File: src/design/cmt_pkg.sv
// Behaviour
// - A 32-bit timer counter advances from a programmable 32-bit prescale counter, both on the counting clock.
// - Up to four 32-bit capture channels store the timer count when their capture input changes state.
// - A capture raises an interrupt request only when enabled for that channel, otherwise it is silent.
// - Four 32-bit match registers are each compared against the timer count.
// - A match in continuous mode leaves the counter running and raises an interrupt if enabled.
// - A match configured to stop halts counting, optionally raising an interrupt.
// - A match configured to reset returns the timer count to zero unless a stop match in the same cycle holds it, optionally raising an interrupt.
// - Each match output goes low, high, toggles or holds on its match, as configured.
// - All counting, capture and match timing is in periods of the counting clock.
// - Configuration set from the bus side must be presented in the counting clock domain.
package cmt_pkg;
   // -------------------------------------------------------------
   // Sizes and reset values
   // -------------------------------------------------------------
   localparam int unsigned    CNT_W       = 32;
   localparam int unsigned    NUM_CH      = 4;
   localparam int unsigned    SYNC_DEPTH  = 3;
   localparam logic [31:0]    COUNT_RST   = 32'h0000_0000;
   localparam logic           PIN_RST     = 1'b0;

   // -------------------------------------------------------------
   // Match output actions
   // -------------------------------------------------------------
   typedef enum logic [1:0] {
      CMT_ACT_NONE   = 2'h0,
      CMT_ACT_LOW    = 2'h1,
      CMT_ACT_HIGH   = 2'h2,
      CMT_ACT_TOGGLE = 2'h3
   } cmt_action_t;
endpackage : cmt_pkg

File: src/design/cmt_cap_if.sv
`timescale 1ns/10ps
// Carries the count to the capture bank and its results back
interface cmt_cap_if #(
   parameter int unsigned WIDTH    = 32,
   parameter int unsigned CHANNELS = 4
);
   logic [WIDTH-1:0]                count;     // Live timer count
   logic [CHANNELS-1:0]             rise_en;   // Capture on rising change
   logic [CHANNELS-1:0]             fall_en;   // Capture on falling change
   logic [CHANNELS-1:0]             event_p;   // Capture happened, pulse
   logic [CHANNELS-1:0][WIDTH-1:0]  value;     // Captured counts

   modport timer (output count, rise_en, fall_en, input event_p, value);
   modport bank  (input count, rise_en, fall_en, output event_p, value);
endinterface : cmt_cap_if

File: src/design/cmt_capture_bank.sv
`timescale 1ns/10ps
module cmt_capture_bank #(
   parameter int unsigned WIDTH    = cmt_pkg::CNT_W,
   parameter int unsigned CHANNELS = cmt_pkg::NUM_CH
) (
   input  wire logic                clock_i,    // Counting clock
   input  wire logic                rst_n_i,    // Async reset, low
   input  wire logic [CHANNELS-1:0] pin_i,      // Raw capture inputs
   cmt_cap_if.bank                  cap         // Link to the timer
);
   // -------------------------------------------------------------
   // One synchroniser, change detector and capture register per pin
   // -------------------------------------------------------------
   genvar g;
   generate
      for (g = 0; g < CHANNELS; g++) begin : g_ch
         logic [cmt_pkg::SYNC_DEPTH-1:0] sync_q, sync_d;
         logic                           level_q, level_d;
         logic                           evt_q, evt_d;
         logic [WIDTH-1:0]               val_q, val_d;

         // Change counts once stages two and three agree
         always_comb begin
            sync_d  = {sync_q[cmt_pkg::SYNC_DEPTH-2:0], pin_i[g]};
            level_d = level_q;
            evt_d   = 1'b0;
            val_d   = val_q;
            if (sync_q[1] == sync_q[2] && sync_q[2] != level_q) begin
               level_d = sync_q[2];
               if ((sync_q[2] && cap.rise_en[g]) ||
                   (!sync_q[2] && cap.fall_en[g])) begin
                  evt_d = 1'b1;
                  val_d = cap.count;
               end
            end
         end

         // Register channel state
         always_ff @(posedge clock_i or negedge rst_n_i) begin
            if (!rst_n_i) begin
               sync_q  <= '0;
               level_q <= 1'b0;
               evt_q   <= 1'b0;
               val_q   <= '0;
            end else begin
               sync_q  <= sync_d;
               level_q <= level_d;
               evt_q   <= evt_d;
               val_q   <= val_d;
            end
         end

         assign cap.event_p[g] = evt_q;
         assign cap.value[g]   = val_q;
      end
   endgenerate
endmodule : cmt_capture_bank

File: src/design/cmt_timer.sv
`timescale 1ns/10ps
module cmt_timer #(
   parameter int unsigned WIDTH    = cmt_pkg::CNT_W,
   parameter int unsigned CHANNELS = cmt_pkg::NUM_CH
) (
   input  wire logic                             clock_i,          // Counting clock
   input  wire logic                             rst_n_i,          // Async reset, low
   input  wire logic                             timer_enable_i,   // Run request
   input  wire logic                             counter_clear_i,  // Zero both counters
   input  wire logic [WIDTH-1:0]                 prescale_limit_i, // Prescale wrap value
   input  wire logic [CHANNELS-1:0][WIDTH-1:0]   match_value_i,    // Match registers
   input  wire logic [CHANNELS-1:0]              match_irq_en_i,   // Irq on match
   input  wire logic [CHANNELS-1:0]              match_stop_en_i,  // Stop on match
   input  wire logic [CHANNELS-1:0]              match_reset_en_i, // Reset on match
   input  wire logic [CHANNELS-1:0][1:0]         match_action_i,   // Output action
   input  wire logic [CHANNELS-1:0]              capture_input_i,  // Capture pins
   input  wire logic [CHANNELS-1:0]              capture_rise_en_i,// Capture on rise
   input  wire logic [CHANNELS-1:0]              capture_fall_en_i,// Capture on fall
   input  wire logic [CHANNELS-1:0]              capture_irq_en_i, // Irq on capture
   output logic      [WIDTH-1:0]                 timer_count_o,    // Timer count
   output logic      [WIDTH-1:0]                 prescale_count_o, // Prescale count
   output logic                                  timer_running_o,  // Counting now
   output logic      [CHANNELS-1:0]              match_output_o,   // Match pins
   output logic      [CHANNELS-1:0]              match_irq_o,      // Match irq pulse
   output logic      [CHANNELS-1:0]              capture_irq_o,    // Capture irq pulse
   output logic      [CHANNELS-1:0][WIDTH-1:0]   capture_value_o   // Captured counts
);
   // -------------------------------------------------------------
   // Parameter check
   // -------------------------------------------------------------
   if (CHANNELS < 1 || CHANNELS > cmt_pkg::NUM_CH || WIDTH < 2) begin : g_chk
      $error("cmt_timer: unsupported CHANNELS or WIDTH");
   end

   // -------------------------------------------------------------
   // Counter state
   // -------------------------------------------------------------
   logic [WIDTH-1:0]    pc_q, pc_d;
   logic [WIDTH-1:0]    tc_q, tc_d;
   logic                stop_q, stop_d;
   logic [CHANNELS-1:0] mat_q, mat_d;
   logic [CHANNELS-1:0] mirq_q, mirq_d;
   logic [CHANNELS-1:0] cirq_q, cirq_d;
   logic                run;
   logic                tick;
   logic [CHANNELS-1:0] hit;

   cmt_cap_if #(.WIDTH(WIDTH), .CHANNELS(CHANNELS)) cap ();

   // Configuration is used as seen on the counting clock
   assign run  = timer_enable_i && !stop_q;
   assign tick = run && (pc_q == prescale_limit_i);

   // Match compare per channel, acted on at the count's tick
   genvar g;
   generate
      for (g = 0; g < CHANNELS; g++) begin : g_cmp
         assign hit[g] = tick && (tc_q == match_value_i[g]);
      end
   endgenerate

   // Next values of counters, stop latch, pins and requests
   always_comb begin
      pc_d   = pc_q;
      tc_d   = tc_q;
      stop_d = stop_q;
      mat_d  = mat_q;
      mirq_d = hit & match_irq_en_i;
      cirq_d = cap.event_p & capture_irq_en_i;
      if (!timer_enable_i) begin
         stop_d = 1'b0;
      end
      if (run) begin
         pc_d = tick ? '0 : pc_q + 1'b1;
         if (tick) begin
            tc_d = tc_q + 1'b1;
         end
      end
      if (|(hit & match_reset_en_i)) begin
         tc_d = '0;
      end
      if (|(hit & match_stop_en_i)) begin
         stop_d = 1'b1;
         tc_d   = tc_q;
      end
      for (int i = 0; i < CHANNELS; i++) begin
         if (hit[i]) begin
            case (cmt_pkg::cmt_action_t'(match_action_i[i]))
               cmt_pkg::CMT_ACT_NONE:   mat_d[i] = mat_q[i];
               cmt_pkg::CMT_ACT_LOW:    mat_d[i] = 1'b0;
               cmt_pkg::CMT_ACT_HIGH:   mat_d[i] = 1'b1;
               cmt_pkg::CMT_ACT_TOGGLE: mat_d[i] = !mat_q[i];
               default:                 mat_d[i] = mat_q[i];
            endcase
         end
      end
      if (counter_clear_i) begin
         pc_d = '0;
         tc_d = '0;
      end
   end

   // Register counter state
   always_ff @(posedge clock_i or negedge rst_n_i) begin
      if (!rst_n_i) begin
         pc_q   <= cmt_pkg::COUNT_RST[WIDTH-1:0];
         tc_q   <= cmt_pkg::COUNT_RST[WIDTH-1:0];
         stop_q <= 1'b0;
         mat_q  <= {CHANNELS{cmt_pkg::PIN_RST}};
         mirq_q <= '0;
         cirq_q <= '0;
      end else begin
         pc_q   <= pc_d;
         tc_q   <= tc_d;
         stop_q <= stop_d;
         mat_q  <= mat_d;
         mirq_q <= mirq_d;
         cirq_q <= cirq_d;
      end
   end

   // -------------------------------------------------------------
   // Capture bank
   // -------------------------------------------------------------
   assign cap.count   = tc_q;
   assign cap.rise_en = capture_rise_en_i;
   assign cap.fall_en = capture_fall_en_i;

   cmt_capture_bank #(
      .WIDTH    (WIDTH),
      .CHANNELS (CHANNELS)
   ) u_cap (
      .clock_i (clock_i),
      .rst_n_i (rst_n_i),
      .pin_i   (capture_input_i),
      .cap     (cap.bank)
   );

   // Outputs
   assign timer_count_o    = tc_q;
   assign prescale_count_o = pc_q;
   assign timer_running_o  = run;
   assign match_output_o   = mat_q;
   assign match_irq_o      = mirq_q;
   assign capture_irq_o    = cirq_q;
   assign capture_value_o  = cap.value;
endmodule : cmt_timer

File: config.mk
export PLATFORM = sky130hd
export DESIGN_NAME = cmt_timer
export DESIGN_NICKNAME = d
export VERILOG_FILES = /design/src/design/cmt_pkg.sv /design/src/design/cmt_cap_if.sv /design/src/design/cmt_capture_bank.sv /design/src/design/cmt_timer.sv
export SDC_FILE = /design/constraint.sdc
export NUM_CORES = 1
export LEC_CHECK = 0
export BUFFER_PORTS_ARGS = -buffer_cell sky130_fd_sc_hd__buf_2
export CAP_MARGIN = 15
export CORE_ASPECT_RATIO = 0.75
export CORE_MARGIN = 2
export CORE_UTILIZATION = 50
export CTS_CLUSTER_SIZE = 30
export DETAILED_ROUTE_END_ITERATION = 10
export PLACE_DENSITY = 0.8
export SLEW_MARGIN = 20
export SYNTH_ARGS = -nofsm -noshare
export SYNTH_HDL_FRONTEND = slang
export SYNTH_SLANG_ARGS = --single-unit
File: constraint.sdc
create_clock -name clock_i -period 6.35 [get_ports clock_i]
set_clock_uncertainty 0.15 [all_clocks]
set_input_delay 1.905 -clock clock_i [delete_from_list [all_inputs] [get_ports clock_i]]
set_output_delay 1.905 -clock clock_i [all_outputs]
set_load 0.02 [all_outputs]
Word-level counts from Yosys, hierarchy flattened
Cells that the tools add are included.
Operators by class
  bitwise logic cells: 8
  multiplexer cells: 22
  reduce and logical (&&, ||, !) cells: 49
  $add $sub $neg: 2
  equality and inequality tests: 27
Operators with widths (count)
  $mux 32: 8
  $eq 32x32->1: 5
  $add 32x1->32 const B: 2
  $logic_and 1x1->1: 18
  $and 4x4->4: 4
  $eq 2x2->1 const B: 8
  $reduce_and 2->1: 8
  $pmux 1 s3: 4
  $mux 1: 10
  $logic_not 1->1: 9
  $eq 2x1->1 const B: 4
  $logic_not 2->1: 4
  $reduce_or 4->1: 2
  $reduce_bool 3->1: 2
  $eq 1x1->1: 4
  $logic_or 1x1->1: 4
  $ne 1x1->1: 4
  $not 1->1: 4
  $reduce_and 3->1: 1
  $ne 2x1->1 const B: 1
  $ne 2x2->1 const B: 1
  $reduce_bool 2->1: 1
Storage, ports and cells
  word-level logic and storage cells: 133
  bits in registers: 225

Depth between registers and ports, before layout
  depth in word-level cells: 9
  depth in mapped cells: 10
  depth with buffers taken out: 8

Hierarchy
A second synthesis with hierarchy kept.
Unflattened totals
  cell total of the unflattened synthesis: 995
  area, all modules: 11589.9 µm²
Modules (own cells, without submodules)
  cmt_timer: area an instance 5958.2 µm², seq. area each 1926.8 µm², cells each 684, times used 1
  cmt_capture_bank: area an instance 5631.7 µm², seq. area each 3703.6 µm², cells each 311, times used 1

Worst setup path before layout
Ideal clock, no wire load.
  kind: input-to-output
  start point: input port timer_enable_i
  end point: output port timer_running_o
  data required time: 4.295 ns
  stages: 2
  data arrival time: 2.257 ns
  path slack: 2.038 ns
  buffers on the path: 0
  path through: nand2b_1 > clkinv_1
On the way
  cells in the longest elaborated chain, start to end: 1
Ends and longest elaborated chain
  start: declaration: line cmt_timer.sv:8  | input wire logic timer_enable_i,
  $logic_and 1x1->1: line cmt_timer.sv:51  | assign run = timer_enable_i && !stop_q;
  end: declaration: line cmt_timer.sv:22  | output logic timer_running_o,
Every way passes these cells.

Worst setup path after layout
Same ends and word-level chain as after synthesis.

==> metrics.cfg <==
[outcome]
status = complete, no violations

[cells_and_area]
seq_area_um2 = 5630
syn_to_final_growth_pct = 26.9
n_fill_cell = 1864
multi_input_area_um2 = 5210
drive_above_1_share_pct = 31.7
layout.nets = 1725

[synth]
avgSynthCellArea_um2 = 9.77
seq_area_frac_synth_pct = 49.8
ys_types = 51
synth_commonest_cells = dfrtp_1 (225), nand2_1 (146), xnor2_1 (144)
synth_top_area_share_pct = 49.8
synth_nets = 1360
synth-edff-count = 0
synthFlopType = dfrtp_1
synthCells = 1158
ys_warn_count = 0
async_flop_share_pct = 100
synth-seq-cells = 225
syn_area_um2 = 11300
synth.area.top_cells = dfrtp_1 (50%), xnor2_1 (11%), o21ai_0 (5.3%)
synth_most_common_cell = dfrtp_1
synth_top_cell_by_area = dfrtp_1

[cts]
cts_sinks = 225
worstSkewPairLatency_ns = 0.52
postCtsSetupBuffers = 0
h-tree-depth = 1
ctsHoldBuffers = 0
clk_pin_slew_ns = 0.06
cts-root-buf = clkbuf_16
cts_tree = done
cts_resized = 0
cts_buffer_depth = 3
numCtsBuffers = 23

[floorplanning]
core_um2 = 22100
dieArea_um2 = 23900
rows = 47
io_pins = 405
die_w_um = 178
start_util_pct = 51.2
dieHeight_um = 134

[routing]
via_count = 10700
first_pass_iters = 5
routed_wl_um = 40700
post-route-drc-count = 0
drt_iter0_markers = 1100
wire_per_inst_um = 22.2
drtAntennaViolNets = 0
viasPerCell = 5.84

[worst_setup_path]
crit_top_cell = buf_2
start_kind = input port
reg2reg_to = timer_count_o[15]
crit_type = input port to primary output
ff2ff_path_depth = 8
r2r_slack_ns = 2.55
cpPeakStageDelay_ns = 0.27
crit_fanout = 9
required_ns = 4.30
path_cells = buf_2, nand2b_1, clkinv_1, buf_2
cp_slowest_cell = clkinv_1
arrival_ns = 2.67
r2r-start = timer_count_o[14]
crit_path_end_kind = primary output
crit_end = timer_running_o
startpoint = timer_enable_i

[power_and_ir_drop]
peakVddDrop_uv = 236
total_power_mw = 3.13
p_per_area_nw_per_um2 = 218
power.leakage_nw = 6.98

[sta]
rsz0062_at_grt = no
finalHoldViolations = 0
fmax_mhz = 212
worst_slack_ns = 1.63
setup_tns_ns = 0
slew_violations = 0
period_share_pct = 74.4
max_slew_margin_pct = 27.3
min_period_ns = 4.72
worst_slew_pin_slew_ns = 1.09
setup_viol = 0

[global_route]
track_usage_pct = 33.5
antenna_found_initial = 3
grt_max_degree = 129
grt_pass1_wl_um = 60600
grt_pass1_vias = 10100
gr-total-overflow = 0

[place]
pre_cts_slack_ns = 1.36
place.gp.congestion = 0.959
io_buffers = 404
dp_hpwl_um = 30100

[min_path]
min-delay-start = u_cap.g_ch[1].sync_q[0]
worstHoldPathType = register to register

[job]
drv_cap = 0

cell families (layout without fill, tap and decap cells):
logic type	after synthesis	after routing	share of synthesized area (%)
muxes	20	20	1.99
AOI/OAI and AO/OA	204	204	11.3
buffers and inverters	132	513	4.80
DFF	225	225	49.8
adders and majority gates	6	6	0.575
other	0	3	0
xor gates and xnor gates	182	182	14.1
and+or+nand+nor	389	389	17.4
critical path, delay by kind of cell:
family	cells	cell delay, ns
simple gates	1	0.12
buf+inv	3	0.63
power by group:
group / total, mW / switching, mW / internal (mW) / leakage, nW
Sequential: 1.47 / 0.0191 / 1.45 / 3.10
Combinational: 0.259 / 0.152 / 0.107 / 3.51
Clock: 1.41 / 0.578 / 0.827 / 0.376
Total: 3.13 / 0.750 / 2.38 / 6.98
stage by stage:
step | util, % | area, um2 | cells | hold WS, ns
after global routing | 64.9 | 14400 | 1836 | 0.206
final | 64.9 | 14400 | 1836 | 0.205
after detailed placement | 61.4 | 13600 | 1792 | 0.191
after CTS | 64.9 | 14300 | 1833 | 0.205
after floorplan | - | 11300 | 1158 | 0.181
after global placement | 61.4 | 13600 | 1792 | 0.183
routing by layer:
layer  track usage [%]  share of wire [%]  vias to the layer above
li1                  -                  -                     4750
met1              45.9                 41                     5236
met2              53.4                 47                      621
met3              4.90                8.6                      112
met4              14.1                4.2                        0
met5                 0                  0                        -
worst min-delay path by stage:
stage	to	slack, ns	depth (start not counted)
6_report	u_cap.g_ch[1].sync_q[1]	0.20	0
5_1_grt	u_cap.g_ch[1].sync_q[1]	0.21	0
4_1_cts	u_cap.g_ch[0].sync_q[1]	0.21	0
3_5_place_dp	u_cap.g_ch[1].sync_q[1]	0.19	0
3_3_place_gp	u_cap.g_ch[0].sync_q[1]	0.18	0
2_1_floorplan	u_cap.g_ch[0].sync_q[1]	0.18	0
cells in the final DEF, fill, tap and decap left out, drive strengths merged, types with 7 or more instances in the layout:
| cell type | Yosys | layout |
|---|---|---|
| a211oi | 21 | 21 |
| a21oi | 8 | 8 |
| and2 | 8 | 8 |
| and3 | 15 | 15 |
| buf | 34 | 419 |
| clkbuf | 45 | 29 |
| dfrtp | 225 | 225 |
| inv | 51 | 53 |
| mux2 | 20 | 20 |
| nand2 | 146 | 146 |
| nand3 | 34 | 34 |
| nand4 | 51 | 51 |
| nor2 | 47 | 47 |
| nor3 | 9 | 9 |
| nor4 | 23 | 23 |
| o211a | 7 | 7 |
| o21ai | 119 | 119 |
| o32ai | 26 | 26 |
| or3 | 21 | 21 |
| or4 | 7 | 7 |
| xnor2 | 144 | 144 |
| xor2 | 38 | 38 |
cell type report:
| cell class | count | area share, % |
|---|---|---|
| multi-input cells | 801 | 36.3 |
| flip-flops and latches | 225 | 39.2 |
| repair buffers | 419 | 15.0 |
| diodes | 3 | 0.0523 |
| well taps | 294 | 2.56 |
| clock buffers | 29 | 4.38 |
| clock inverters | 12 | 1.07 |
| inverters | 53 | 1.39 |
flip-flops by register name, summed over array words and instances (netlist names):
signal	flops
stop_q	1
prescale_count_o	32
u_cap.g_ch.sync_q	12
match_irq_o	4
u_cap.g_ch.level_q	4
u_cap.g_ch.val_q	128
timer_count_o	32
capture_irq_o	4
u_cap.g_ch.evt_q	4
match_output_o	4
(Power assumes the default switching activity.)
